`config.mk`:
```
export PLATFORM = sky130hd
export DESIGN_NAME = power_mode_clock_controller
export DESIGN_NICKNAME = d
export VERILOG_FILES = /design/src/common/pmcc_pkg.sv /design/src/logic/pmcc_clk_divider.sv /design/src/logic/power_mode_clock_controller.sv
export SDC_FILE = /design/constraint.sdc
export NUM_CORES = 1
export LEC_CHECK = 0
export BUFFER_PORTS_ARGS = -buffer_cell sky130_fd_sc_hd__buf_2
export CAP_MARGIN = 15
export CORE_ASPECT_RATIO = 1.75
export CORE_UTILIZATION = 50
export CTS_CLUSTER_DIAMETER = 100
export DETAILED_ROUTE_END_ITERATION = 10
export PLACE_DENSITY = 0.71
export SETUP_SLACK_MARGIN = 0.4
export SLEW_MARGIN = 40
export SYNTH_ARGS = -nofsm -noshare
export SYNTH_HDL_FRONTEND = slang
export SYNTH_HIERARCHICAL = 1
export SYNTH_SLANG_ARGS = --single-unit
```
`constraint.sdc`:
```
create_clock -name ref_clk -period 8.1 [get_ports ref_clk]
set_input_delay 1.215 -clock ref_clk [delete_from_list [all_inputs] [get_ports ref_clk]]
set_output_delay 1.215 -clock ref_clk [all_outputs]
set_load 0.005 [all_outputs]
```
`src/common/pmcc_pkg.sv`:
```
// Shared constants and types of the power mode clock controller
`default_nettype none
package pmcc_pkg;

  // Register byte offsets
  localparam logic [3:0] OFF_CTRL = 4'h0;
  localparam logic [3:0] OFF_SETTLE = 4'h4;
  localparam logic [3:0] OFF_STATUS = 4'h8;

  // Control register field positions
  localparam int CTRL_MULT_LSB = 0;
  localparam int CTRL_MULT_W = 5;
  localparam int CTRL_BYPASS_BIT = 5;
  localparam int CTRL_SSEL_LSB = 6;
  localparam int CTRL_REQ_LSB = 8;
  localparam int SETTLE_W = 16;

  // Status register field positions
  localparam int STAT_MODE_LSB = 0;
  localparam int STAT_LOCK_BIT = 8;
  localparam int STAT_DMA_BIT = 9;
  localparam int STAT_MULT_LSB = 16;
  localparam int STAT_SSEL_LSB = 24;

  // Reset values
  localparam logic [4:0] MULT_RESET = 5'h01;
  localparam logic [15:0] SETTLE_RESET = 16'h0200;

  // Cycles to let the strap synchronisers fill after reset release
  localparam logic [1:0] BOOT_WAIT = 2'h3;

  // Requested target of the next idle
  localparam logic [1:0] REQ_RUN = 2'h0;
  localparam logic [1:0] REQ_RELAX = 2'h1;
  localparam logic [1:0] REQ_SLEEP = 2'h2;
  localparam logic [1:0] REQ_DEEP = 2'h3;

  // Operating modes, one-hot
  typedef enum logic [5:0] {
    MODE_BOOT = 6'h01,
    MODE_FULL = 6'h02,
    MODE_ACTIVE = 6'h04,
    MODE_RELAXED = 6'h08,
    MODE_SLEEP = 6'h10,
    MODE_DEEP = 6'h20
  } pmcc_mode_type;

  // Clock gating configuration handed to the divider
  typedef struct packed {
    logic coreRun;
    logic sysRun;
    logic halfRate;
    logic [1:0] ratioSel;
  } pmcc_clk_cfg_type;

  // Core-to-system ratio in half core periods: 2, 2.5, 3, 4
  function automatic logic [3:0] ratio_half_steps(input logic [1:0] sel);
    case (sel)
      2'h0: ratio_half_steps = 4'h4;
      2'h1: ratio_half_steps = 4'h5;
      2'h2: ratio_half_steps = 4'h6;
      default: ratio_half_steps = 4'h8;
    endcase
  endfunction

endpackage
`default_nettype wire

```
`src/logic/pmcc_clk_divider.sv`:
```
// Core and system clock enable generator with glitch-free gating
`timescale 1ns/1ps
`default_nettype none
module pmcc_clk_divider (
  input wire logic clk,
  input wire logic rst,
  input wire pmcc_pkg::pmcc_clk_cfg_type cfgIn,
  output logic coreTick,
  output logic sysTick
);

  pmcc_pkg::pmcc_clk_cfg_type cfg_q, cfg_d;
  logic halfPh_q, halfPh_d;
  logic [3:0] acc_q, acc_d;
  logic coreTick_q, coreTick_d;
  logic sysTick_q, sysTick_d;
  logic baseTick;
  logic [3:0] accNext;
  logic [3:0] thr;

  always_comb begin
    thr = pmcc_pkg::ratio_half_steps(cfg_q.ratioSel);
    halfPh_d = ~halfPh_q;
    baseTick = ~cfg_q.halfRate | halfPh_q;
    accNext = acc_q + 4'h2;
    acc_d = acc_q;
    sysTick_d = 1'b0;
    if (baseTick) begin
      if (accNext >= thr) begin
        acc_d = accNext - thr;
        sysTick_d = cfg_q.sysRun;
      end else begin
        acc_d = accNext;
      end
    end
    coreTick_d = baseTick & cfg_q.coreRun;
    // New gating only at a whole system period boundary
    cfg_d = cfg_q;
    if (acc_q == 4'h0 && (!halfPh_q || !cfg_q.halfRate)) begin
      cfg_d = cfgIn;
    end
  end

  always_ff @(posedge clk or posedge rst) begin
    if (rst) begin
      cfg_q <= '0;
      halfPh_q <= 1'b0;
      acc_q <= 4'h0;
      coreTick_q <= 1'b0;
      sysTick_q <= 1'b0;
    end else begin
      cfg_q <= cfg_d;
      halfPh_q <= halfPh_d;
      acc_q <= acc_d;
      coreTick_q <= coreTick_d;
      sysTick_q <= sysTick_d;
    end
  end

  assign coreTick = coreTick_q;
  assign sysTick = sysTick_q;

endmodule // pmcc_clk_divider
`default_nettype wire

```
`src/logic/power_mode_clock_controller.sv`:
```
// Operating mode, PLL and clock gating controller with Avalon-MM registers
`timescale 1ns/1ps
`default_nettype none
module power_mode_clock_controller #(
  parameter logic [4:0] MULT_DEFAULT = pmcc_pkg::MULT_RESET,
  parameter logic [15:0] SETTLE_DEFAULT = pmcc_pkg::SETTLE_RESET
) (
  input wire logic ref_clk,
  input wire logic rst,
  input wire logic [3:0] avs_address,
  input wire logic avs_read,
  input wire logic avs_write,
  input wire logic [31:0] avs_writedata,
  output logic [31:0] avs_readdata,
  output logic avs_waitrequest,
  input wire logic bypassPin,
  input wire logic [1:0] sselStrapPin,
  input wire logic irqAny,
  input wire logic rtcWakeIrq,
  input wire logic coreIdleReq,
  input wire logic sysAck,
  output logic idleOut,
  output logic coreClkEn,
  output logic sysClkEn,
  output logic pllEnable,
  output logic pllBypass,
  output logic [4:0] pllMult,
  output logic dmaL1Allowed,
  output logic regulatorOk
);

  initial begin
    if (SETTLE_DEFAULT == 16'h0000) begin
      $error("SETTLE_DEFAULT must be nonzero");
    end
    if (MULT_DEFAULT == 5'h00) begin
      $error("MULT_DEFAULT must be nonzero");
    end
  end

  // Pin synchronisers: bypass, strap[1:0], interrupt, rtc wake
  logic [4:0] pinSync1_q, pinSync2_q;
  logic bypassS, irqS, rtcS;
  logic [1:0] sselS;

  always_ff @(posedge ref_clk or posedge rst) begin
    if (rst) begin
      pinSync1_q <= 5'h00;
      pinSync2_q <= 5'h00;
    end else begin
      pinSync1_q <= {rtcWakeIrq, irqAny, sselStrapPin, bypassPin};
      pinSync2_q <= pinSync1_q;
    end
  end

  assign bypassS = pinSync2_q[0];
  assign sselS = pinSync2_q[2:1];
  assign irqS = pinSync2_q[3];
  assign rtcS = pinSync2_q[4];

  // Bus slave state
  logic waitReq_q, waitReq_d;
  logic [31:0] rdata_q, rdata_d;
  logic wrTake;
  logic reqSeen;

  // Control and settle state
  logic [4:0] ctrlMult_q, ctrlMult_d;
  logic ctrlBypass_q, ctrlBypass_d;
  logic [1:0] ctrlSsel_q, ctrlSsel_d;
  logic [1:0] ctrlReq_q, ctrlReq_d;
  logic [15:0] settle_q, settle_d;
  logic [15:0] settleCnt_q, settleCnt_d;
  logic [4:0] actMult_q, actMult_d;
  logic [1:0] actSsel_q, actSsel_d;

  // Mode state
  pmcc_pkg::pmcc_mode_type mode_q, mode_d;
  logic [1:0] bootCnt_q, bootCnt_d;
  logic idle_q, idle_d;
  logic pllOn_q, pllOn_d;
  logic bypassOut_q, bypassOut_d;
  logic dma_q, dma_d;
  logic regOk_q, regOk_d;
  logic idleRise;
  logic locked;
  logic fieldWrite;
  pmcc_pkg::pmcc_clk_cfg_type clkCfg;
  logic coreTick, sysTick;

  // Avalon-MM: one wait cycle, then answer
  always_comb begin
    reqSeen = avs_read | avs_write;
    waitReq_d = 1'b1;
    if (reqSeen && waitReq_q) begin
      waitReq_d = 1'b0;
    end
    wrTake = avs_write & ~waitReq_q;
    rdata_d = rdata_q;
    if (avs_read && waitReq_q) begin
      case (avs_address)
        pmcc_pkg::OFF_CTRL: begin
          rdata_d = 32'h0000_0000;
          rdata_d[pmcc_pkg::CTRL_MULT_LSB +: pmcc_pkg::CTRL_MULT_W] = ctrlMult_q;
          rdata_d[pmcc_pkg::CTRL_BYPASS_BIT] = ctrlBypass_q;
          rdata_d[pmcc_pkg::CTRL_SSEL_LSB +: 2] = ctrlSsel_q;
          rdata_d[pmcc_pkg::CTRL_REQ_LSB +: 2] = ctrlReq_q;
        end
        pmcc_pkg::OFF_SETTLE: begin
          rdata_d = {16'h0000, settle_q};
        end
        pmcc_pkg::OFF_STATUS: begin
          rdata_d = 32'h0000_0000;
          rdata_d[pmcc_pkg::STAT_MODE_LSB +: 6] = mode_q;
          rdata_d[pmcc_pkg::STAT_LOCK_BIT] = locked;
          rdata_d[pmcc_pkg::STAT_DMA_BIT] = dma_q;
          rdata_d[pmcc_pkg::STAT_MULT_LSB +: pmcc_pkg::CTRL_MULT_W] = actMult_q;
          rdata_d[pmcc_pkg::STAT_SSEL_LSB +: 2] = actSsel_q;
        end
        default: begin
          rdata_d = 32'h0000_0000;
        end
      endcase
    end
  end

  always_ff @(posedge ref_clk or posedge rst) begin
    if (rst) begin
      waitReq_q <= 1'b1;
      rdata_q <= 32'h0000_0000;
    end else begin
      waitReq_q <= waitReq_d;
      rdata_q <= rdata_d;
    end
  end

  // Idle handshake: rises only once the system acknowledges
  always_comb begin
    idle_d = coreIdleReq & (sysAck | idle_q);
    idleRise = idle_d & ~idle_q;
  end

  // Mode sequencing
  always_comb begin
    mode_d = mode_q;
    bootCnt_d = bootCnt_q;
    case (mode_q)
      pmcc_pkg::MODE_BOOT: begin
        if (bootCnt_q == pmcc_pkg::BOOT_WAIT) begin
          mode_d = bypassS ? pmcc_pkg::MODE_ACTIVE : pmcc_pkg::MODE_FULL;
        end else begin
          bootCnt_d = bootCnt_q + 2'h1;
        end
      end
      pmcc_pkg::MODE_FULL, pmcc_pkg::MODE_ACTIVE, pmcc_pkg::MODE_RELAXED: begin
        if (idleRise) begin
          case (ctrlReq_q)
            pmcc_pkg::REQ_RELAX: mode_d = pmcc_pkg::MODE_RELAXED;
            pmcc_pkg::REQ_SLEEP: mode_d = pmcc_pkg::MODE_SLEEP;
            pmcc_pkg::REQ_DEEP: mode_d = pmcc_pkg::MODE_DEEP;
            default: mode_d = ctrlBypass_q ? pmcc_pkg::MODE_ACTIVE : pmcc_pkg::MODE_FULL;
          endcase
        end
      end
      pmcc_pkg::MODE_SLEEP: begin
        if (irqS) begin
          mode_d = ctrlBypass_q ? pmcc_pkg::MODE_ACTIVE : pmcc_pkg::MODE_FULL;
        end
      end
      pmcc_pkg::MODE_DEEP: begin
        // Only the real-time clock wakes; reset acts through rst
        if (rtcS) begin
          mode_d = pmcc_pkg::MODE_FULL;
        end
      end
      default: begin
        mode_d = pmcc_pkg::MODE_BOOT;
      end
    endcase
  end

  // Control and settle registers, boot strap capture and wake request clear
  always_comb begin
    ctrlMult_d = ctrlMult_q;
    ctrlBypass_d = ctrlBypass_q;
    ctrlSsel_d = ctrlSsel_q;
    ctrlReq_d = ctrlReq_q;
    settle_d = settle_q;
    fieldWrite = 1'b0;
    if (wrTake && avs_address == pmcc_pkg::OFF_CTRL) begin
      ctrlMult_d = avs_writedata[pmcc_pkg::CTRL_MULT_LSB +: pmcc_pkg::CTRL_MULT_W];
      ctrlBypass_d = avs_writedata[pmcc_pkg::CTRL_BYPASS_BIT];
      ctrlSsel_d = avs_writedata[pmcc_pkg::CTRL_SSEL_LSB +: 2];
      ctrlReq_d = avs_writedata[pmcc_pkg::CTRL_REQ_LSB +: 2];
      fieldWrite = (ctrlMult_d != ctrlMult_q) | (ctrlSsel_d != ctrlSsel_q);
    end
    if (wrTake && avs_address == pmcc_pkg::OFF_SETTLE) begin
      settle_d = avs_writedata[pmcc_pkg::SETTLE_W-1:0];
    end
    if (mode_q == pmcc_pkg::MODE_BOOT && bootCnt_q == pmcc_pkg::BOOT_WAIT) begin
      ctrlSsel_d = sselS;
      ctrlBypass_d = bypassS;
    end
    // A wake returns the request to run; it wins over a same-cycle write
    if ((mode_q == pmcc_pkg::MODE_SLEEP && irqS) || (mode_q == pmcc_pkg::MODE_DEEP && rtcS)) begin
      ctrlReq_d = pmcc_pkg::REQ_RUN;
    end
  end

  // PLL power and settle count
  always_comb begin
    case (mode_d)
      pmcc_pkg::MODE_FULL, pmcc_pkg::MODE_ACTIVE: pllOn_d = 1'b1;
      default: pllOn_d = 1'b0;
    endcase
    settleCnt_d = settleCnt_q;
    actMult_d = actMult_q;
    actSsel_d = actSsel_q;
    if (mode_q == pmcc_pkg::MODE_BOOT) begin
      actSsel_d = ctrlSsel_d;
      settleCnt_d = settle_q;
    end else if (fieldWrite || (pllOn_d && !pllOn_q)) begin
      settleCnt_d = settle_q;
    end else if (settleCnt_q != 16'h0000) begin
      settleCnt_d = settleCnt_q - 16'h0001;
    end else begin
      actMult_d = ctrlMult_q;
      actSsel_d = ctrlSsel_q;
    end
  end

  assign locked = pllOn_q & (settleCnt_q == 16'h0000);

  // Clock gating per mode
  always_comb begin
    clkCfg.ratioSel = actSsel_q;
    clkCfg.coreRun = 1'b0;
    clkCfg.sysRun = 1'b0;
    clkCfg.halfRate = 1'b1;
    bypassOut_d = 1'b1;
    case (mode_q)
      pmcc_pkg::MODE_FULL: begin
        clkCfg.coreRun = 1'b1;
        clkCfg.sysRun = 1'b1;
        // Input clock until settled; bypass in the same cycle as the PLL powers down
        clkCfg.halfRate = ~locked;
        bypassOut_d = ~locked | (mode_d != pmcc_pkg::MODE_FULL);
      end
      pmcc_pkg::MODE_ACTIVE, pmcc_pkg::MODE_RELAXED: begin
        clkCfg.coreRun = 1'b1;
        clkCfg.sysRun = 1'b1;
      end
      pmcc_pkg::MODE_SLEEP: begin
        clkCfg.sysRun = 1'b1;
      end
      pmcc_pkg::MODE_DEEP: begin
        clkCfg.sysRun = 1'b0;
      end
      default: begin
        clkCfg.sysRun = 1'b0;
      end
    endcase
    regOk_d = (mode_d == pmcc_pkg::MODE_DEEP);
    // DMA follows the next mode, in step with the regulator flag
    case (mode_d)
      pmcc_pkg::MODE_FULL, pmcc_pkg::MODE_ACTIVE, pmcc_pkg::MODE_RELAXED: begin
        dma_d = 1'b1;
      end
      default: dma_d = 1'b0;
    endcase
  end

  always_ff @(posedge ref_clk or posedge rst) begin
    if (rst) begin
      ctrlMult_q <= MULT_DEFAULT;
      ctrlBypass_q <= 1'b0;
      ctrlSsel_q <= 2'h0;
      ctrlReq_q <= pmcc_pkg::REQ_RUN;
      settle_q <= SETTLE_DEFAULT;
      settleCnt_q <= SETTLE_DEFAULT;
      actMult_q <= MULT_DEFAULT;
      actSsel_q <= 2'h0;
      mode_q <= pmcc_pkg::MODE_BOOT;
      bootCnt_q <= 2'h0;
      idle_q <= 1'b0;
      pllOn_q <= 1'b0;
      bypassOut_q <= 1'b1;
      dma_q <= 1'b0;
      regOk_q <= 1'b0;
    end else begin
      ctrlMult_q <= ctrlMult_d;
      ctrlBypass_q <= ctrlBypass_d;
      ctrlSsel_q <= ctrlSsel_d;
      ctrlReq_q <= ctrlReq_d;
      settle_q <= settle_d;
      settleCnt_q <= settleCnt_d;
      actMult_q <= actMult_d;
      actSsel_q <= actSsel_d;
      mode_q <= mode_d;
      bootCnt_q <= bootCnt_d;
      idle_q <= idle_d;
      pllOn_q <= pllOn_d;
      bypassOut_q <= bypassOut_d;
      dma_q <= dma_d;
      regOk_q <= regOk_d;
    end
  end

  pmcc_clk_divider u_div (
    .clk(ref_clk),
    .rst(rst),
    .cfgIn(clkCfg),
    .coreTick(coreTick),
    .sysTick(sysTick)
  );

  assign avs_readdata = rdata_q;
  assign avs_waitrequest = waitReq_q;
  assign idleOut = idle_q;
  assign coreClkEn = coreTick;
  assign sysClkEn = sysTick;
  assign pllEnable = pllOn_q;
  assign pllBypass = bypassOut_q;
  assign pllMult = actMult_q;
  assign dmaL1Allowed = dma_q;
  assign regulatorOk = regOk_q;

endmodule // power_mode_clock_controller
`default_nettype wire

```
==> out/qor.csv, run 1 <==
stage;metric;value;unit
floorplan;Ports;92;
cts;clock slew at reported path FFs;0.07;ns
timing;Setup-failing EPs final;0;
cts;CTS Hold Bufs;0;
cts;TritonCTS buffer count;9;
cts;Longest Clk Path Bufs;2;
synth;mapped cell area;5290;µm²
floorplan;Initial Util;0.513;
cts;# resized after CTS;0;
setup_path;r2r setup slk;5.46;ns
global_routing;vias in the first global route;4031;
cts;clock latency on the worst-skew pair;0.35;ns
global_routing;grt met1 use;0.255;
timing;RSZ-0062 raised after global routing;false;
routing;Pre-Repair DR Iteration Count;9;
run_status;status;completed;
synth;synthesized instance count;468;
setup_path;RR Startpoint;settleCnt_q[2]$_DFFE_PP0P_;
timing;fmax;286;MHz
routing;Avg Vias per Cell;5.79;
floorplan;Core Rows;49;
routing;vias;3846;
cells_and_area;area grow syn2layout;14.2;%
routing;wire length per cell;17.6;µm
timing;max_slew headroom;0.511;
setup_path;WS Path Type;primary input to flip-flop;
timing;final hold viol count;0;
routing;final wirelength;11.7;mm
synth;top cell type's share of synthesized area;0.478;
place;pre-CTS setup slack;4.33;ns
floorplan;Chip Height;138;µm
routing;Final ANT Viol Nets;0;
setup_path;RR Endpoint;actSsel_q[1]$_DFFE_PP0P_;
global_routing;initial antenna violation count;0;
cts;CTS sink cnt;108;
global_routing;first-pass GRT wire length;19.4;mm
synth;sequential fraction of the synthesis area;0.513;
global_routing;largest net degree at the start of global routing;84;
timing;final setup margin;4.60;ns
synth;Yosys warnings;6;
synth;Yosys reg bits;108;
floorplan;core area;10300;µm²
timing;hold_ws;0.352;ns
synth;post-synthesis cell type count;73;
floorplan;die width;79.7;µm
timing;worst-margin pin slew;0.728;ns
timing;worst-case clock skew;0.00778;ns
place;Routability Congestion;0.841;
job;Max-Cap Viols;0;
synth;EDFF count, synth;0;
setup_path;CP arrival;3.72;ns
setup_path;origin of the worst setup path;avs_address[1];
global_routing;GRT overflow;0;
setup_path;Req. time, crit path;8.32;ns
setup_path;CP endpoint;actSsel_q[1]$_DFFE_PP0P_;
setup_path;FF-to-FF path depth;6;
timing;post-route minimum period;3.50;ns
cells_and_area;final net count;587;
power_and_ir_drop;Tot Pwr;0.00210;W
power_and_ir_drop;PwrDens;347;nW/µm²
cts;CTS tree;done;
cells_and_area;n_diodes;0;
synth;ranking of synthesized cells by area;dfrtp_1 48%, mux2_2 7.7%, nand2_1 4.0%;
power_and_ir_drop;Pleak;2.85;nW
routing;drt drc;0;
floorplan;die area;11000;µm²
timing;Pins Over Slew Limit;0;
worst_hold_path;Hold WC Path Type;flip-flop to flip-flop;
synth;dominant cell type by area after synthesis;dfrtp_1;
global_routing;GRT busiest layer;met2;
cts;htree depth;3;
place;IO Port Bufs;66;
synth;Mapped Avg Cell Area;11.3;µm²
setup_path;Worst Setup End Kind;flip-flop;
cells_and_area;Fill cells;874;
setup_path;Setup crit start kind;primary input;
global_routing;met2 Usage GRT;0.395;
global_routing;overall routing resource usage;0.229;
setup_path;crit-path max FO;13;
cts;CTS root buf;clkbuf_16;
cts;Setup Buffers After CTS;0;
routing;Iteration-0 DRC Markers;264;
global_routing;met3 global-route usage;0.0297;
place;placed wire-length estimate;8.51;mm
synth;ys async rst share;1.00;
timing;setup tns final;0;ns
timing;final period utilization;0.432;
power_and_ir_drop;Peak VDD IR;0.175;mV
cells_and_area;layout cells sized above 1;0.304;
synth;Most used DFF post-synth;dfrtp_1;
-- layout make-up --
cell class	count	area (µm²)	share of cell area
sequential	108	2710	0.449
multi-input combinational	328	2410	0.400
timing repair buffer	70	384	0.0636
clock buffer	9	225	0.0373
tap	127	159	0.0263
clock inverter	7	82.6	0.0137
inverter	15	58.8	0.00974
-- Yosys cell counts, types with 7 or more instances --
| master | count |
|---|---|
| ha_1 | 7 |
| inv_1 | 15 |
| dfstp_2 | 7 |
| nor2_1 | 24 |
| nor2b_1 | 12 |
| nand2_1 | 56 |
| a21oi_1 | 16 |
| dfrtp_1 | 101 |
| buf_4 | 9 |
| a222oi_1 | 7 |
| o21ai_0 | 30 |
| mux2_2 | 36 |
| clkbuf_1 | 10 |
| xor2_1 | 15 |
| mux2_4 | 10 |
| xnor2_1 | 8 |
-- cells by family (layout without fill, tap and decap cells) --
kind of cell | count (synthesis) | count (layout) | share of synthesized area
buffers and inverters | 40 | 101 | 0.0398
AND/OR/NAND/NOR | 147 | 147 | 0.156
other | 1 | 9 | 0.000709
flip-flops | 108 | 108 | 0.513
multiplexers | 54 | 54 | 0.121
AO/OA/AOI/OAI | 87 | 87 | 0.111
XOR/XNOR | 23 | 23 | 0.0381
adder cells (fa/ha/maj) | 8 | 8 | 0.0203
-- worst min-delay path by stage --
stage,slack [ns],cells after the start,start,to
floorplan,0.33,0,pinSync1_q[0]$_DFF_PP0_,pinSync2_q[0]$_DFF_PP0_
global placement,0.33,0,pinSync1_q[4]$_DFF_PP0_,pinSync2_q[4]$_DFF_PP0_
detailed placement,0.34,0,pinSync1_q[1]$_DFF_PP0_,pinSync2_q[1]$_DFF_PP0_
CTS,0.35,0,pinSync1_q[2]$_DFF_PP0_,pinSync2_q[2]$_DFF_PP0_
global route,0.36,0,pinSync1_q[2]$_DFF_PP0_,pinSync2_q[2]$_DFF_PP0_
finish,0.35,0,pinSync1_q[2]$_DFF_PP0_,pinSync2_q[2]$_DFF_PP0_
-- flip-flops by register name, summed over array words and instances, names as in the netlist, 4 cells and up --
register,count
pinSync2_q,5
u_div/cfg_q,5
mode_q,6
u_div/acc_q,4
ctrlMult_q,5
avs_readdata,23
pllMult,5
settleCnt_q,16
settle_q,16
pinSync1_q,5
-- power by group --
part	leakage [nW]	switching [W]	internal, W	total, W
Clock	0.145	0.000208	0.000245	0.000453
Combinational	1.34	0.000412	0.000420	0.000832
Sequential	1.36	0.000141	0.000671	0.000812
Total	2.85	0.000761	0.00134	0.00210
-- layer usage --
layer / share of wire / vias to the layer above
li1: - / 1778
met1: 0.37 / 1902
met2: 0.54 / 125
met3: 0.035 / 41
met4: 0.059 / 0
met5: 0 / -
-- cell usage in the layout, fill, tap and decap left out, types with 3 or more instances in the layout --
cell       count
ha_1           7
nor3_1         4
mux2i_1        5
clkbuf_16      9
nor2_1        24
dfstp_2        7
mux2_1         3
xor2_1        15
nand4_1        3
a21oi_1       16
and4_1         3
o21ai_1        5
conb_1         9
mux2_4        10
nor4_1         5
nor3b_1        4
a222oi_1       7
nand3_1        5
buf_2         66
dfrtp_1      101
mux2_2        36
o21ai_0       30
nor2b_1       12
nand2_1       55
a31oi_1        3
xnor2_1        8
inv_1         14
-- stage by stage --
step | util | cells | cell area (µm²)
final | 0.586 | 664 | 6040
after global routing | 0.586 | 664 | 6040
after CTS | 0.583 | 663 | 6010
after detailed placement | 0.553 | 647 | 5700
after global placement | 0.552 | 647 | 5680
after floorplan | - | 476 | 5320
-- worst max-delay path, stage by stage --
cell and delay [ns]:
buf_2 0.14, nor4_4 0.69, nand2_1 0.52, a41o_1 0.45, and2_1 0.23, and4_1 0.20, a211o_1 0.28
(Power assumes the default switching activity.)
==> run 2, diff against run 1 <==
==> constraint.sdc (replaced) <==
create_clock -name ref_clk -period 3.5 [get_ports ref_clk]
set_input_delay 0.525 -clock ref_clk [delete_from_list [all_inputs] [get_ports ref_clk]]
set_output_delay 0.525 -clock ref_clk [all_outputs]
set_load 0.005 [all_outputs]
==> run 2 against run 1 <==
Flip-flop and latch count unchanged. First-iteration DRC count down 16%. Via count down 2.8%. Die area unchanged. Register-to-register slack worse by 4.5 ns. Sequential share of layout area up 0.19 points. Global-route usage down 1.1 points. Cell area down 0.41%. Largest power group is now sequential cells.
==> out/qor.csv, run 2 (synthesized netlist as in run 1, its figures left out) <==
stage;metric;value;unit
timing;final hold viol count;0;
cells_and_area;layout cells sized above 1;0.305;
cts;# resized after CTS;0;
setup_path;worst-path cell chain;nor4_1 > nor2b_1 > and4b_1 > and2_1 > a21boi_0 > a211o_1;
worst_hold_path;Hold WC Path Type;primary input to asynchronous set/reset pin;
global_routing;overall routing resource usage;0.218;
power_and_ir_drop;Pleak;2.85;nW
floorplan;Core Rows;49;
cts;clock slew at reported path FFs;0.07;ns
cts;CTS root buf;clkbuf_16;
setup_path;Setup crit start kind;flip-flop;
cts;Setup Buffers After CTS;0;
floorplan;Chip Height;138;µm
place;pre-CTS setup slack;0.929;ns
place;Routability Congestion;0.847;
place;placed wire-length estimate;8.27;mm
global_routing;first-pass GRT wire length;18.4;mm
timing;RSZ-0062 raised after global routing;false;
global_routing;initial antenna violation count;0;
timing;Pins Over Slew Limit;0;
cells_and_area;most common cell after layout, fill and taps aside;dfrtp_1;
floorplan;Initial Util;0.513;
routing;final wirelength;11.0;mm
routing;vias;3739;
floorplan;die area;11000;µm²
routing;Final ANT Viol Nets;0;
job;Max-Cap Viols;0;
timing;final period utilization;0.734;
cells_and_area;area grow syn2layout;13.7;%
cts;clock latency on the worst-skew pair;0.35;ns
timing;Setup-failing EPs final;0;
setup_path;crit-path max FO;12;
floorplan;Ports;92;
global_routing;vias in the first global route;3798;
global_routing;largest net degree at the start of global routing;68;
setup_path;slowest stage cell, crit path;and4b_1;
routing;Avg Vias per Cell;5.60;
setup_path;WS Path Type;flip-flop to flip-flop;
timing;final setup margin;0.931;ns
cts;Longest Clk Path Bufs;2;
routing;drt drc;0;
global_routing;GRT overflow;0;
cts;CTS Hold Bufs;0;
power_and_ir_drop;Tot Pwr;0.00471;W
cells_and_area;Final Non-Filler Cells;668;
setup_path;CP arrival;2.81;ns
cells_and_area;Fill cells;890;
power_and_ir_drop;Peak VDD IR;0.363;mV
place;Post-Place Cells;652;
cells_and_area;commonest non-fill, non-tap cells in the layout;101 x dfrtp_1, 66 x buf_2, 56 x nand2_1, 36 x mux2_2, 30 x o21ai_0;
run_status;status;completed;
cells_and_area;final net count;591;
cells_and_area;final core utilization;0.584;
floorplan;die width;79.7;µm
cts;CTS sink cnt;108;
setup_path;Req. time, crit path;3.74;ns
timing;setup tns final;0;ns
routing;Iteration-0 DRC Markers;223;
timing;fmax;389;MHz
power_and_ir_drop;PwrDens;784;nW/µm²
setup_path;CP max stage delay;0.59;ns
setup_path;Worst Setup End Kind;flip-flop;
cells_and_area;number of flip-flops under the largest register name;23;
place;IO Port Bufs;66;
cts;CTS tree;done;
floorplan;core area;10300;µm²
timing;worst-case clock skew;0.00516;ns
routing;wire length per cell;16.4;µm
cts;htree depth;3;
cts;TritonCTS buffer count;9;
timing;post-route minimum period;2.57;ns
timing;worst-margin pin slew;0.742;ns
routing;Pre-Repair DR Iteration Count;5;
timing;max_slew headroom;0.504;
cells_and_area;n_diodes;0;
run 2: cell types whose count changed in the layout (fill, tap and decap cells not counted), sizes merged:
cell and delta:
clkbuf +1, clkinvlp -1, clkinv +2, bufinv -1, buf +4, inv -1
run 2: worst paths after layout:
kind | slack [ns] | to | start | cells after the start
min | 0.21 | u_div/sysTick$_DFF_PP0_ | rst | 2
min in group ref_clk | 0.28 | pinSync1_q[2]$_DFF_PP0_ | sselStrapPin[1] | 1
max in group asynchronous | 2.53 | avs_waitrequest$_DFF_PP1_ | rst | 3
max | 0.93 | actSsel_q[1]$_DFFE_PP0P_ | settleCnt_q[6]$_DFFE_PP0P_ | 6
min reg2reg | 0.35 | pinSync2_q[0]$_DFF_PP0_ | pinSync1_q[0]$_DFF_PP0_ | 0
max reg2reg | 0.93 | actSsel_q[1]$_DFFE_PP0P_ | settleCnt_q[6]$_DFFE_PP0P_ | 6
run 2: layer usage:
metal / vias to the layer above / part of all wire / global-route usage
met5: - / 0 / 0
met4: 0 / 0.045 / 0.108
met3: 36 / 0.032 / 0.0436
met2: 93 / 0.54 / 0.379
met1: 1830 / 0.38 / 0.248
li1: 1780 / - / -
run 2: metrics by stage:
step,instance area [µm²],hold WS [ns]
floorplan,5320,0.331
global placement,5720,0.332
detailed placement,5720,0.336
CTS,6010,0.212
global route,6010,0.257
finish,6010,0.213
run 2: power breakdown:
part	leakage [nW]	switching (W)	internal (W)
Sequential	1.36	0.000315	0.00155
Combinational	1.35	0.000899	0.000971
Clock	0.139	0.000462	0.000508
Total	2.85	0.00168	0.00303
run 2: cell type report:
type                    count  area (µm²)  share of cell area
clock buffers              10         239              0.0398
clock inverters             6        47.5             0.00791
inverters                  15        61.3              0.0102
multi-input cells         328        2400               0.400
flip-flops and latches    108        2710               0.451
well taps                 127         159              0.0264
repair buffers             74         390              0.0649
run 2: critical path: cells and delay by family (launching register included):
kind,cells,cell delay [ns]
AOI/OAI and AO/OA,2,0.42
and+or+nand+nor,4,1.60
DFF,1,0.45
